$ cat config.mk
export PLATFORM = sky130hd
export DESIGN_NAME = udc_counter
export DESIGN_NICKNAME = d
export VERILOG_FILES = /design/src/inc/udc_pkg.sv /design/src/hdl/udc_counter.sv
export SDC_FILE = /design/constraint.sdc
export NUM_CORES = 1
export LEC_CHECK = 0
export BUFFER_PORTS_ARGS = -buffer_cell sky130_fd_sc_hd__buf_2
export CORE_ASPECT_RATIO = 1.5
export CORE_MARGIN = 2
export CORE_UTILIZATION = 50
export DETAILED_ROUTE_END_ITERATION = 10
export PLACE_DENSITY = 0.69
export SYNTH_ARGS = -nofsm -noshare
export SYNTH_HDL_FRONTEND = slang
export SYNTH_SLANG_ARGS = --single-unit
$ cat constraint.sdc
create_clock -name clk -period 4.2 [get_ports clk]
set_input_delay 1.26 -clock clk [delete_from_list [all_inputs] [get_ports clk]]
set_output_delay 1.26 -clock clk [all_outputs]
set_load 0.05 [all_outputs]
$ cat src/inc/udc_pkg.sv
package udc_pkg;
  // register offsets
  localparam logic [7:0] ADDR_COUNT0 = 8'h70;
  localparam logic [7:0] ADDR_COUNT1 = 8'h71;
  localparam logic [7:0] ADDR_RELOAD0 = 8'h72;
  localparam logic [7:0] ADDR_RELOAD1 = 8'h73;
  localparam logic [7:0] ADDR_STATUS0 = 8'h74;
  localparam logic [7:0] ADDR_CTRLLO0 = 8'h76;
  localparam logic [7:0] ADDR_CTRLHI0 = 8'h77;
  localparam logic [7:0] ADDR_STATUS1 = 8'h78;
  localparam logic [7:0] ADDR_CTRLLO1 = 8'h7a;
  localparam logic [7:0] ADDR_CTRLHI1 = 8'h7b;
  // reset values
  localparam logic [7:0] RST_COUNT = 8'h00;
  localparam logic [7:0] RST_RELOAD = 8'h00;
  localparam logic [7:0] RST_STATUS = 8'h00;
  localparam logic [7:0] RST_CTRLLO0 = 8'h10;
  localparam logic [7:0] RST_CTRLLO1 = 8'h00;
  localparam logic [7:0] RST_CTRLHI0 = 8'h00;
  localparam logic [7:0] RST_CTRLHI1 = 8'h08;
  // status fields
  localparam int B_RUN = 7;
  localparam int B_COMPARE_IRQ_ENABLE = 6;
  localparam int B_WRAP_IRQ_ENABLE = 5;
  localparam int B_COMPARE_MATCH_FLAG = 4;
  localparam int B_OVERFLOW_FLAG = 3;
  localparam int B_UNDERFLOW_FLAG = 2;
  // control low fields
  localparam int B_LOAD = 6;
  localparam int B_COMPARE_CLEAR_ENABLE = 5;
  localparam int B_RELOAD_FUNCTION_ENABLE = 4;
  localparam int B_CLEAR = 3;
  localparam int B_INDEX_FUNCTION_SEL = 2;
  // control high fields
  localparam int B_CASCADE_16BIT_ENABLE = 7;
  localparam int B_DIRECTION_CHANGE_FLAG = 6;
  localparam int B_DIRECTION_CHANGE_IRQ_ENABLE = 5;
  localparam int B_TIMER_CLOCK_SEL = 4;
  // count limits
  localparam logic [15:0] MAX8 = 16'h00ff;
  localparam logic [15:0] MAX16 = 16'hffff;
  // timer prescaler: fast tick every 2, slow every 8 cycles
  localparam int PRE_W = 3;
  localparam int FAST_W = 1;
  // direction flag codes
  localparam logic [1:0] DIR_NONE = 2'b00;
  localparam logic [1:0] DIR_UP = 2'b01;
  localparam logic [1:0] DIR_DOWN = 2'b10;
  typedef enum logic [1:0] {
    MODE_TIMER = 2'b00,
    MODE_UPDOWN = 2'b01,
    MODE_PHASE2 = 2'b10,
    MODE_PHASE4 = 2'b11
  } udc_mode_t;
  typedef struct packed {
    logic [15:0] val;
    logic ovf;
    logic udf;
    logic cmp;
  } udc_step_t;
endpackage : udc_pkg

$ cat src/hdl/udc_counter.sv
module udc_counter
  import udc_pkg::*;
(
  // clock and reset
  input wire logic clk,
  input wire logic rst,
  input wire logic ce,
  // register port
  input wire logic [7:0] addr,
  input wire logic [7:0] wdata,
  input wire logic wr,
  input wire logic rd,
  output logic [7:0] rdata,
  // event pins: per channel A, B, index
  input wire logic [5:0] evtPin,
  // interrupt
  output logic irq
);
  // pin synchronisers and filter
  logic [5:0] syncA, syncB, syncC, filt, filtPrev;
  logic [5:0] next_filt;
  logic [PRE_W-1:0] pre, next_pre;
  logic [7:0] cnt [2];
  logic [7:0] rc [2];
  logic [7:0] stat [2];
  logic [7:0] ctlLo [2];
  logic [7:0] ctlHi [2];
  logic [1:0] dirFlag [2];
  logic [7:0] next_cnt [2];
  logic [7:0] next_rc [2];
  logic [7:0] next_stat [2];
  logic [7:0] next_ctlLo [2];
  logic [7:0] next_ctlHi [2];
  logic [1:0] next_dirFlag [2];
  logic [7:0] next_rdata;
  logic [1:0] upReq, dnReq, zClr;
  udc_step_t stepRes [2];
  logic fastTick, slowTick, m16;

  function automatic logic edgeHit(input logic [1:0] sel,
                                   input logic rise, input logic fall);
    edgeHit = (sel[0] & rise) | (sel[1] & fall);
  endfunction : edgeHit

  function automatic udc_step_t stepCount(input logic [15:0] v,
      input logic [15:0] rcv, input logic [15:0] maxv, input logic up,
      input logic dn, input logic reload_function_enable, input logic compare_clear_enable);
    udc_step_t r;
    r = '{val: v, ovf: 1'b0, udf: 1'b0, cmp: 1'b0};
    if (up) begin
      if (v == maxv) begin
        r.val = 16'h0000;
        r.ovf = 1'b1;
      end else begin
        r.val = v + 16'h0001;
      end
    end else if (dn) begin
      if (v == 16'h0000) begin
        r.udf = 1'b1;
        r.val = reload_function_enable ? rcv : maxv;
      end else begin
        r.val = v - 16'h0001;
      end
    end
    if ((up | dn) && r.val == rcv) begin
      r.cmp = 1'b1;
      if (compare_clear_enable && up) begin
        r.val = 16'h0000;
      end
    end
    stepCount = r;
  endfunction : stepCount

  genvar g;
  generate
    for (g = 0; g < 6; g++) begin : g_sync
      always_ff @(posedge clk or posedge rst) begin
        if (rst) begin
          syncA[g] <= 1'b0;
          syncB[g] <= 1'b0;
          syncC[g] <= 1'b0;
        end else if (ce) begin
          syncA[g] <= evtPin[g];
          syncB[g] <= syncA[g];
          syncC[g] <= syncB[g];
        end
      end
      assign next_filt[g] = (syncB[g] == syncC[g]) ? syncC[g] : filt[g];
    end
  endgenerate

  assign m16 = ctlHi[0][B_CASCADE_16BIT_ENABLE];
  assign next_pre = pre + {{(PRE_W-1){1'b0}}, 1'b1};
  assign fastTick = &pre[FAST_W-1:0];
  assign slowTick = &pre;

  // count request decode per channel
  always_comb begin
    logic a, b, z, aR, aF, bR, bF, zR, zF, gateOpen;
    udc_mode_t mode;
    a = 1'b0;
    b = 1'b0;
    z = 1'b0;
    aR = 1'b0;
    aF = 1'b0;
    bR = 1'b0;
    bF = 1'b0;
    zR = 1'b0;
    zF = 1'b0;
    gateOpen = 1'b0;
    mode = MODE_TIMER;
    for (int i = 0; i < 2; i++) begin
      a = filt[3*i];
      b = filt[3*i+1];
      z = filt[3*i+2];
      aR = a & ~filtPrev[3*i];
      aF = ~a & filtPrev[3*i];
      bR = b & ~filtPrev[3*i+1];
      bF = ~b & filtPrev[3*i+1];
      zR = z & ~filtPrev[3*i+2];
      zF = ~z & filtPrev[3*i+2];
      upReq[i] = 1'b0;
      dnReq[i] = 1'b0;
      mode = udc_mode_t'(ctlHi[i][3:2]);
      case (mode)
        MODE_TIMER: begin
          dnReq[i] = ctlHi[i][B_TIMER_CLOCK_SEL] ? slowTick : fastTick;
        end
        MODE_UPDOWN: begin
          upReq[i] = edgeHit(ctlHi[i][1:0], aR, aF);
          dnReq[i] = edgeHit(ctlHi[i][1:0], bR, bF);
        end
        MODE_PHASE2: begin
          upReq[i] = (aR & ~b) | (aF & b);
          dnReq[i] = (aR & b) | (aF & ~b);
        end
        MODE_PHASE4: begin
          upReq[i] = (aR & ~b) | (aF & b) | (bR & a) | (bF & ~a);
          dnReq[i] = (aR & b) | (aF & ~b) | (bR & ~a) | (bF & a);
        end
        default: begin
          upReq[i] = 1'b0;
          dnReq[i] = 1'b0;
        end
      endcase
      // index pin: clear on edge, or gate by level
      zClr[i] = ~ctlLo[i][B_INDEX_FUNCTION_SEL] & edgeHit(ctlLo[i][1:0], zR, zF);
      gateOpen = ~ctlLo[i][B_INDEX_FUNCTION_SEL] || ctlLo[i][1:0] == 2'b00 ||
        ctlLo[i][1:0] == 2'b11 || (ctlLo[i][0] ? z : ~z);
      if (!stat[i][B_RUN] || !gateOpen || (upReq[i] & dnReq[i]) ||
          (i == 1 && m16)) begin
        upReq[i] = 1'b0;
        dnReq[i] = 1'b0;
      end
    end
  end

  // next state of the register file and counters
  always_comb begin
    logic wrHit;
    logic [7:0] clr;
    logic [7:0] sBase, sAddr, lAddr, hAddr;
    wrHit = 1'b0;
    clr = 8'h00;
    sBase = 8'h00;
    sAddr = 8'h00;
    lAddr = 8'h00;
    hAddr = 8'h00;
    for (int i = 0; i < 2; i++) begin
      next_cnt[i] = cnt[i];
      next_rc[i] = rc[i];
      next_stat[i] = stat[i];
      next_ctlLo[i] = ctlLo[i];
      next_ctlHi[i] = ctlHi[i];
      next_dirFlag[i] = dirFlag[i];
      stepRes[i] = '{val: 16'h0000, ovf: 1'b0, udf: 1'b0, cmp: 1'b0};
    end
    // joined mode works on the 16-bit pair, flags kept on channel 0
    if (m16) begin
      stepRes[0] = stepCount({cnt[1], cnt[0]}, {rc[1], rc[0]}, MAX16,
        upReq[0], dnReq[0], ctlLo[0][B_RELOAD_FUNCTION_ENABLE], ctlLo[0][B_COMPARE_CLEAR_ENABLE]);
      next_cnt[0] = stepRes[0].val[7:0];
      next_cnt[1] = stepRes[0].val[15:8];
    end else begin
      for (int i = 0; i < 2; i++) begin
        stepRes[i] = stepCount({8'h00, cnt[i]}, {8'h00, rc[i]}, MAX8,
          upReq[i], dnReq[i], ctlLo[i][B_RELOAD_FUNCTION_ENABLE], ctlLo[i][B_COMPARE_CLEAR_ENABLE]);
        next_cnt[i] = stepRes[i].val[7:0];
      end
    end
    for (int i = 0; i < 2; i++) begin
      if (zClr[i]) begin
        next_cnt[i] = RST_COUNT;
        if (i == 0 && m16) begin
          next_cnt[1] = RST_COUNT;
        end
      end
      if (upReq[i] | dnReq[i]) begin
        next_dirFlag[i] = upReq[i] ? DIR_UP : DIR_DOWN;
      end
    end
    // software side: write-one-to-clear flags, hardware set wins
    for (int i = 0; i < 2; i++) begin
      sAddr = i[0] ? ADDR_STATUS1 : ADDR_STATUS0;
      lAddr = i[0] ? ADDR_CTRLLO1 : ADDR_CTRLLO0;
      hAddr = i[0] ? ADDR_CTRLHI1 : ADDR_CTRLHI0;
      sBase = i[0] ? ADDR_RELOAD1 : ADDR_RELOAD0;
      clr = 8'h00;
      if (wr && addr == sBase) begin
        next_rc[i] = wdata;
      end
      if (wr && addr == sAddr) begin
        next_stat[i][7:5] = wdata[7:5];
        clr = wdata;
      end
      if (wr && addr == lAddr) begin
        next_ctlLo[i] = {2'b00, wdata[B_COMPARE_CLEAR_ENABLE:B_RELOAD_FUNCTION_ENABLE], 1'b0, wdata[2:0]};
        if (wdata[B_CLEAR]) begin
          next_cnt[i] = RST_COUNT;
        end
        if (wdata[B_LOAD]) begin
          next_cnt[i] = rc[i];
        end
      end
      wrHit = wr && addr == hAddr;
      if (wrHit) begin
        next_ctlHi[i] = {i[0] ? 1'b0 : wdata[B_CASCADE_16BIT_ENABLE], next_ctlHi[i][B_DIRECTION_CHANGE_FLAG],
          wdata[5:0]};
      end
      next_stat[i][B_COMPARE_MATCH_FLAG] = (stat[i][B_COMPARE_MATCH_FLAG] & ~clr[B_COMPARE_MATCH_FLAG]) |
        stepRes[i].cmp;
      next_stat[i][B_OVERFLOW_FLAG] = (stat[i][B_OVERFLOW_FLAG] & ~clr[B_OVERFLOW_FLAG]) |
        stepRes[i].ovf;
      next_stat[i][B_UNDERFLOW_FLAG] = (stat[i][B_UNDERFLOW_FLAG] & ~clr[B_UNDERFLOW_FLAG]) |
        stepRes[i].udf;
      next_ctlHi[i][B_DIRECTION_CHANGE_FLAG] = (ctlHi[i][B_DIRECTION_CHANGE_FLAG] &
        ~(wrHit & wdata[B_DIRECTION_CHANGE_FLAG])) | (dirFlag[i] != DIR_NONE &&
        next_dirFlag[i] != dirFlag[i]);
      next_stat[i][1:0] = next_dirFlag[i];
    end
    // read mux, data valid only in the cycle after the strobe
    next_rdata = 8'h00;
    if (rd) begin
      case (addr)
        ADDR_COUNT0: next_rdata = cnt[0];
        ADDR_COUNT1: next_rdata = cnt[1];
        ADDR_STATUS0: next_rdata = stat[0];
        ADDR_STATUS1: next_rdata = stat[1];
        ADDR_CTRLLO0: next_rdata = ctlLo[0];
        ADDR_CTRLLO1: next_rdata = ctlLo[1];
        ADDR_CTRLHI0: next_rdata = ctlHi[0];
        ADDR_CTRLHI1: next_rdata = ctlHi[1];
        default: next_rdata = 8'h00;
      endcase
    end
  end

  always_ff @(posedge clk or posedge rst) begin
    if (rst) begin
      filt <= 6'h00;
      filtPrev <= 6'h00;
      pre <= '0;
      rdata <= 8'h00;
      for (int i = 0; i < 2; i++) begin
        cnt[i] <= RST_COUNT;
        rc[i] <= RST_RELOAD;
        stat[i] <= RST_STATUS;
        dirFlag[i] <= DIR_NONE;
      end
      ctlLo[0] <= RST_CTRLLO0;
      ctlLo[1] <= RST_CTRLLO1;
      ctlHi[0] <= RST_CTRLHI0;
      ctlHi[1] <= RST_CTRLHI1;
    end else if (ce) begin
      filt <= next_filt;
      filtPrev <= filt;
      pre <= next_pre;
      rdata <= next_rdata;
      for (int i = 0; i < 2; i++) begin
        cnt[i] <= next_cnt[i];
        rc[i] <= next_rc[i];
        stat[i] <= next_stat[i];
        ctlLo[i] <= next_ctlLo[i];
        ctlHi[i] <= next_ctlHi[i];
        dirFlag[i] <= next_dirFlag[i];
      end
    end
  end

  always_comb begin
    irq = 1'b0;
    for (int i = 0; i < 2; i++) begin
      irq = irq | (stat[i][B_COMPARE_MATCH_FLAG] & stat[i][B_COMPARE_IRQ_ENABLE]) |
        ((stat[i][B_OVERFLOW_FLAG] | stat[i][B_UNDERFLOW_FLAG]) & stat[i][B_WRAP_IRQ_ENABLE]) |
        (ctlHi[i][B_DIRECTION_CHANGE_FLAG] & ctlHi[i][B_DIRECTION_CHANGE_IRQ_ENABLE]);
    end
  end

  a_timer_down: assert property (@(posedge clk) disable iff (rst)
    ce && stat[0][B_RUN] && ctlHi[0][3:2] == 2'b00 && dnReq[0]
    |=> dirFlag[0] == DIR_DOWN)
    else $error("timer mode did not count down");

  a_edge_none: assert property (@(posedge clk) disable iff (rst)
    ctlHi[0][3:2] == 2'b01 && ctlHi[0][1:0] == 2'b00
    |-> !upReq[0] && !dnReq[0])
    else $error("edges counted with no edge selected");

  a_phase_up: assert property (@(posedge clk) disable iff (rst)
    stat[0][B_RUN] && ctlHi[0][3:2] == 2'b10 && !ctlLo[0][B_INDEX_FUNCTION_SEL] &&
    filt[0] && !filtPrev[0] && !filt[1] && !m16 |-> upReq[0])
    else $error("phase lead did not count up");

  a_index_clear: assert property (@(posedge clk) disable iff (rst)
    ce && zClr[0] && !wr |=> cnt[0] == 8'h00)
    else $error("index edge did not clear count");

  a_reload_udf: assert property (@(posedge clk) disable iff (rst)
    ce && !m16 && dnReq[0] && cnt[0] == 8'h00 && ctlLo[0][B_RELOAD_FUNCTION_ENABLE] &&
    !zClr[0] && !wr && rc[0] != 8'h00
    |=> cnt[0] == $past(rc[0]) && stat[0][B_UNDERFLOW_FLAG])
    else $error("underflow did not reload");

  a_irq_cmp: assert property (@(posedge clk) disable iff (rst)
    ce && stepRes[0].cmp && stat[0][B_COMPARE_IRQ_ENABLE] && !wr |=> irq)
    else $error("compare match raised no interrupt");

  a_dir_flip: assert property (@(posedge clk) disable iff (rst)
    $past(dirFlag[0]) == DIR_UP && dirFlag[0] == DIR_DOWN
    |-> ctlHi[0][B_DIRECTION_CHANGE_FLAG])
    else $error("reversal did not set flag");

  a_dir_ro: assert property (@(posedge clk) disable iff (rst)
    ce && wr && addr == ADDR_STATUS0 && !upReq[0] && !dnReq[0]
    |=> $stable(dirFlag[0]))
    else $error("direction flags written by software");

  a_carry_hi: assert property (@(posedge clk) disable iff (rst)
    ce && m16 && upReq[0] && cnt[0] == 8'hff && cnt[1] != 8'hff &&
    !zClr[0] && !wr && !ctlLo[0][B_COMPARE_CLEAR_ENABLE] && {rc[1], rc[0]} != 16'h0000
    |=> cnt[1] == 8'($past(cnt[1]) + 8'h01))
    else $error("carry did not reach high byte");

  a_reload_wo: assert property (@(posedge clk) disable iff (rst)
    ce && rd && (addr == ADDR_RELOAD0 || addr == ADDR_RELOAD1)
    |=> rdata == 8'h00)
    else $error("reload register was readable");

  a_cmp_clear: assert property (@(posedge clk) disable iff (rst)
    ce && upReq[1] && ctlLo[1][B_COMPARE_CLEAR_ENABLE] && cnt[1] != 8'hff &&
    8'(cnt[1] + 8'h01) == rc[1] && !zClr[1] && !wr
    |=> cnt[1] == 8'h00 && stat[1][B_COMPARE_MATCH_FLAG])
    else $error("compare match did not clear count");

  a_ovf_wrap: assert property (@(posedge clk) disable iff (rst)
    ce && upReq[1] && cnt[1] == 8'hff && !zClr[1] && !wr
    |=> cnt[1] == 8'h00 && stat[1][B_OVERFLOW_FLAG])
    else $error("overflow did not wrap to zero");
endmodule : udc_counter

==> impl_table.tex <==
\begin{tabular}{lr}
\hline
Metric & Value \\
\hline
\multicolumn{2}{l}{\textbf{Worst setup path}} \\
\quad Crit Path Class & reg2reg \\
\quad Critical path buffers and inverters & 2 \\
\quad Worst stage delay on the critical path & 0.68 ns \\
\quad Critical Path Start Type & register \\
\quad Crit path arrival time & 4.34 ns \\
\quad Worst-path cell chain & or4\_4, nor4\_4, buf\_4, mux2\_4, a22oi\_2, nor2\_4, nand2\_2, o2111ai\_1, or4b\_1, or3\_1, nor4\_2, buf\_6, o221ai\_2 \\
\quad Critical path data required time & 4.47 ns \\
\quad Setup slack on the worst flop-to-flop path & 0.14 ns \\
\quad Cell family with most CP delay & simple AND/OR/NAND/NOR gates \\
\quad Type of element capturing the critical path & register \\
\quad Largest fanout on the critical path & 11 \\
\quad Slowest cell on crit path & sky130\_fd\_sc\_hd\_\_or4\_4 \\
\multicolumn{2}{l}{\textbf{Synthesis}} \\
\quad Share of synthesized area occupied by flip-flops and latches & 30.1\% \\
\quad Post-synthesis mux area share & 9.22\% \\
\quad Yosys top cell by area & sky130\_fd\_sc\_hd\_\_dfrtp\_1 \\
\quad Seq cells post-synth & 114 \\
\quad Leading register cell type out of synthesis & sky130\_fd\_sc\_hd\_\_dfrtp\_1 \\
\quad Number of instances in the synthesized netlist & 1153 \\
\quad Yosys synthesis warning count & 0 \\
\quad Number of synthesized flops with an enable pin & 0 \\
\quad Post-Synth Adder-Cell Area & 1.06\% \\
\quad XOR/XNOR Fraction of Synth Area & 2.40\% \\
\quad Compound-gate portion of the synthesized area & 26.9\% \\
\quad Mean area per synthesized cell & 8.23 µm² \\
\quad Async SR Flop Fraction & 100\% \\
\quad Leading post-synthesis cells by cell area & sky130\_fd\_sc\_hd\_\_dfrtp\_1 30\%, sky130\_fd\_sc\_hd\_\_mux2\_2 7.5\%, sky130\_fd\_sc\_hd\_\_nand2\_1 4.9\% \\
\quad Share of synthesized cell area in and, or, nand and nor gates & 24.8\% \\
\quad Share of Yosys cell area claimed by the top area cell type & 29.5\% \\
\quad Largest family of logic cells by synthesized area & compound AO/OA/AOI/OAI gates \\
\quad Number of nets in the synthesized netlist & 1188 \\
\quad Cell variety after synth & 93 \\
\quad Netlist area before placement & 9490 µm² \\
\multicolumn{2}{l}{\textbf{Job}} \\
\quad Count of max-cap constraint violations & 0 \\
\multicolumn{2}{l}{\textbf{Die}} \\
\quad Starting Density & 51.1\% \\
\quad Die boundary height & 173 µm \\
\quad Core area & 18500 µm² \\
\quad Cell Rows & 61 \\
\quad Width of the die & 116 µm \\
\quad Die area & 20100 µm² \\
\quad Ports & 36 \\
\multicolumn{2}{l}{\textbf{Clocking}} \\
\quad Total clock sinks & 114 \\
\quad CTS Hold Bufs & 0 \\
\quad Clock edge transition at the registers on the reported setup and hold paths & 0.06 ns \\
\quad CTS H-tree depth & 4 \\
\quad TritonCTS clock tree & done \\
\quad Buffer depth of the longest clock path & 2 \\
\quad Source-to-sink clock delay at the later pin of the worst-skew pair & 0.42 ns \\
\quad Number of CTS-inserted buffers & 17 \\
\quad Library cell used as clock root buffer & sky130\_fd\_sc\_hd\_\_clkbuf\_16 \\
\multicolumn{2}{l}{\textbf{Placement}} \\
\quad Port Buffers & 35 \\
\quad Total half-perimeter wirelength after legalization and detailed placement & 31900 µm \\
\quad Standard cell area after detailed placement & 10700 µm² \\
\quad Global placement routability congestion & 1.09 \\
\multicolumn{2}{l}{\textbf{Route}} \\
\quad Wire per inst & 27.9 µm \\
\quad Total via count after detailed routing & 10.6k \\
\quad Drt first-iter violations & 1379 \\
\quad Antenna-violating nets left & 0 \\
\quad Vias per cell & 6.94 \\
\quad Remaining DRCs & 0 \\
\quad Number of search-and-repair iterations in the first detailed-routing pass & 6 \\
\quad Total Routed Length & 42800 µm \\
\multicolumn{2}{l}{\textbf{Pwr}} \\
\quad Power per unit of standard cell area & 408 nW/µm² \\
\quad Maximum vdd drop & 0.000420 V \\
\quad Static leakage power & 4.73 nW \\
\multicolumn{2}{l}{\textbf{STA}} \\
\quad Worst Skew & 0.00901 ns \\
\quad Upper clock frequency limit & 0.246 GHz \\
\quad Number of hold violations in the final report & 0 \\
\quad Setup TNS after final layout & 0 ns \\
\quad Slew of the pin with the lowest slew margin & 0.720 ns \\
\quad Worst relative slew slack & 51.9\% \\
\quad Fraction of the cycle the final worst path needs & 96.8\% \\
\quad Min cycle time layout & 4.06 ns \\
\quad Final setup vio count & 0 \\
\quad Final count of pins violating max slew & 0 \\
\multicolumn{2}{l}{\textbf{Layout}} \\
\quad Commonest non-fill, non-tap cell in the layout & sky130\_fd\_sc\_hd\_\_buf\_4 \\
\quad Utilization after layout & 61.4\% \\
\quad Share of final-layout standard cells stronger than drive strength 1 & 26.2\% \\
\quad Post-Layout Inst Area & 11400 µm² \\
\quad Area overhead of the layout relative to synthesis & 20.1\% \\
\quad Final layout net count & 1300 \\
\quad Most used cells in the layout excluding fill and tap cells & 148 x sky130\_fd\_sc\_hd\_\_buf\_4, 124 x sky130\_fd\_sc\_hd\_\_nand2\_1, 111 x sky130\_fd\_sc\_hd\_\_dfrtp\_1 \\
\multicolumn{2}{l}{\textbf{Global routing}} \\
\quad All-layer global routing usage & 43.2\% \\
\quad Grt total ovfl & 0 \\
\quad Via count of the first global-routing pass & 10.4k \\
\quad First-pass GRT wire length & 64200 µm \\
\quad Maximum number of pins on one net before global-route repair & 83 \\
\quad Number of antenna violations at the first check in global routing & 2 \\
\multicolumn{2}{l}{\textbf{Min path}} \\
\quad Min-Delay Path Class & reg2reg \\
\multicolumn{2}{l}{\textbf{Run status}} \\
\quad Status & finished clean \\
\hline
\end{tabular}
[flip-flops by register name (all words and copies together) (netlist names)]
name / flops
filtPrev: 6
rc: 16
filt: 6
cnt: 16
ctlHi: 15
stat: 16
rdata: 8
syncC: 6
syncB: 6
syncA: 6
ctlLo: 10
pre: 3
[logic make-up (layout without fill, tap and decap cells)]
logic type,after synthesis,in the layout
AO/OA/AOI/OAI,358,358
XOR/XNOR,26,26
adder cells (fa/ha/maj),8,8
buffers and inverters,124,248
flip-flops,114,114
multiplexers,79,79
other,0,2
AND/OR/NAND/NOR,444,444
[layout make-up]
class / instances / area [µm²]
inverter: 33 / 128
tap: 252 / 315
antenna: 2 / 5.00
clock buffer: 17 / 425
timing repair buffer: 184 / 1310
multi-input combinational: 915 / 6200
clock inverter: 14 / 146
sequential: 114 / 2860
fill: 1716 / 7150
[through the flow]
step           hold WS [ns]  setup slack (ns)  instances  power (mW)
2_1_floorplan         0.459           0.00145       1153        2.43
6_report              0.485             0.136       1531        4.64
4_1_cts               0.489            0.0209       1524        4.51
3_3_place_gp          0.466             0.102       1493        3.10
3_5_place_dp          0.480            0.0350       1493        3.11
5_1_grt               0.504           -0.0114       1530        4.81
[worst register-to-register path, stage by stage, from the launching register on]
cell and delay (ns):
sky130_fd_sc_hd__dfrtp_1 0.48, sky130_fd_sc_hd__or4_4 0.68, sky130_fd_sc_hd__nor4_4 0.29, sky130_fd_sc_hd__buf_4 0.17
sky130_fd_sc_hd__mux2_4 0.30, sky130_fd_sc_hd__a22oi_2 0.20, sky130_fd_sc_hd__nor2_4 0.05, sky130_fd_sc_hd__nand2_2 0.17
sky130_fd_sc_hd__o2111ai_1 0.14, sky130_fd_sc_hd__or4b_1 0.53, sky130_fd_sc_hd__or3_1 0.39, sky130_fd_sc_hd__nor4_2 0.18
sky130_fd_sc_hd__buf_6 0.23, sky130_fd_sc_hd__o221ai_2 0.11
[cell usage after synthesis (15+ instances only)]
library cell               number
sky130_fd_sc_hd__a31oi_1       16
sky130_fd_sc_hd__mux2i_1       15
sky130_fd_sc_hd__dfrtp_1      112
sky130_fd_sc_hd__mux2_2        63
sky130_fd_sc_hd__nor4_1        18
sky130_fd_sc_hd__clkbuf_1      66
sky130_fd_sc_hd__o22ai_1       20
sky130_fd_sc_hd__and3_1        16
sky130_fd_sc_hd__inv_1         33
sky130_fd_sc_hd__nand2b_1      18
sky130_fd_sc_hd__nand3_1       34
sky130_fd_sc_hd__nor2_1        90
sky130_fd_sc_hd__nand2_1      125
sky130_fd_sc_hd__o21ai_0       62
sky130_fd_sc_hd__a21oi_1       76
sky130_fd_sc_hd__xnor2_1       22
sky130_fd_sc_hd__nor3_1        23
sky130_fd_sc_hd__nand4_1       23
[layer usage]
metal	GRT usage [%]	up-vias	share of wire, %
met5	0	-	0
met4	32.6	0	9.8
met2	64.7	792	44
met1	51.9	4975	35
met3	11.8	257	11
li1	-	4603	-
[power breakdown]
part | switching [mW] | leakage, nW | internal [mW]
clock network | 0.571 | 0.276 | 0.830
registers | 0.166 | 1.47 | 1.22
logic | 1.13 | 2.99 | 0.730
[worst paths after layout]
| check | endpoint | start | depth (start not counted) |
|---|---|---|---|
| setup / recovery | cnt[14]$_DFFE_PP0P_ | cnt[11]$_DFFE_PP0P_ | 13 |
| hold / removal | filt[5]$_DFFE_PP0P_ | syncC[5]$_DFFE_PP0P_ | 2 |
| setup reg to reg | cnt[14]$_DFFE_PP0P_ | cnt[11]$_DFFE_PP0P_ | 13 |
| hold reg to reg | filt[5]$_DFFE_PP0P_ | syncC[5]$_DFFE_PP0P_ | 2 |
| max in group asynchronous | ctlHi[3]$_DFFE_PP1P_ | rst | 3 |
| min in group asynchronous | filt[2]$_DFFE_PP0P_ | rst | 2 |
[repair_timing]
action | 4_1_cts | 5_1_grt
setup endpoints to repair | 0 | 17
buffers inserted | 0 | 5
gates resized for setup | 0 | 21
Note: power is estimated with default switching activity, not from simulation.
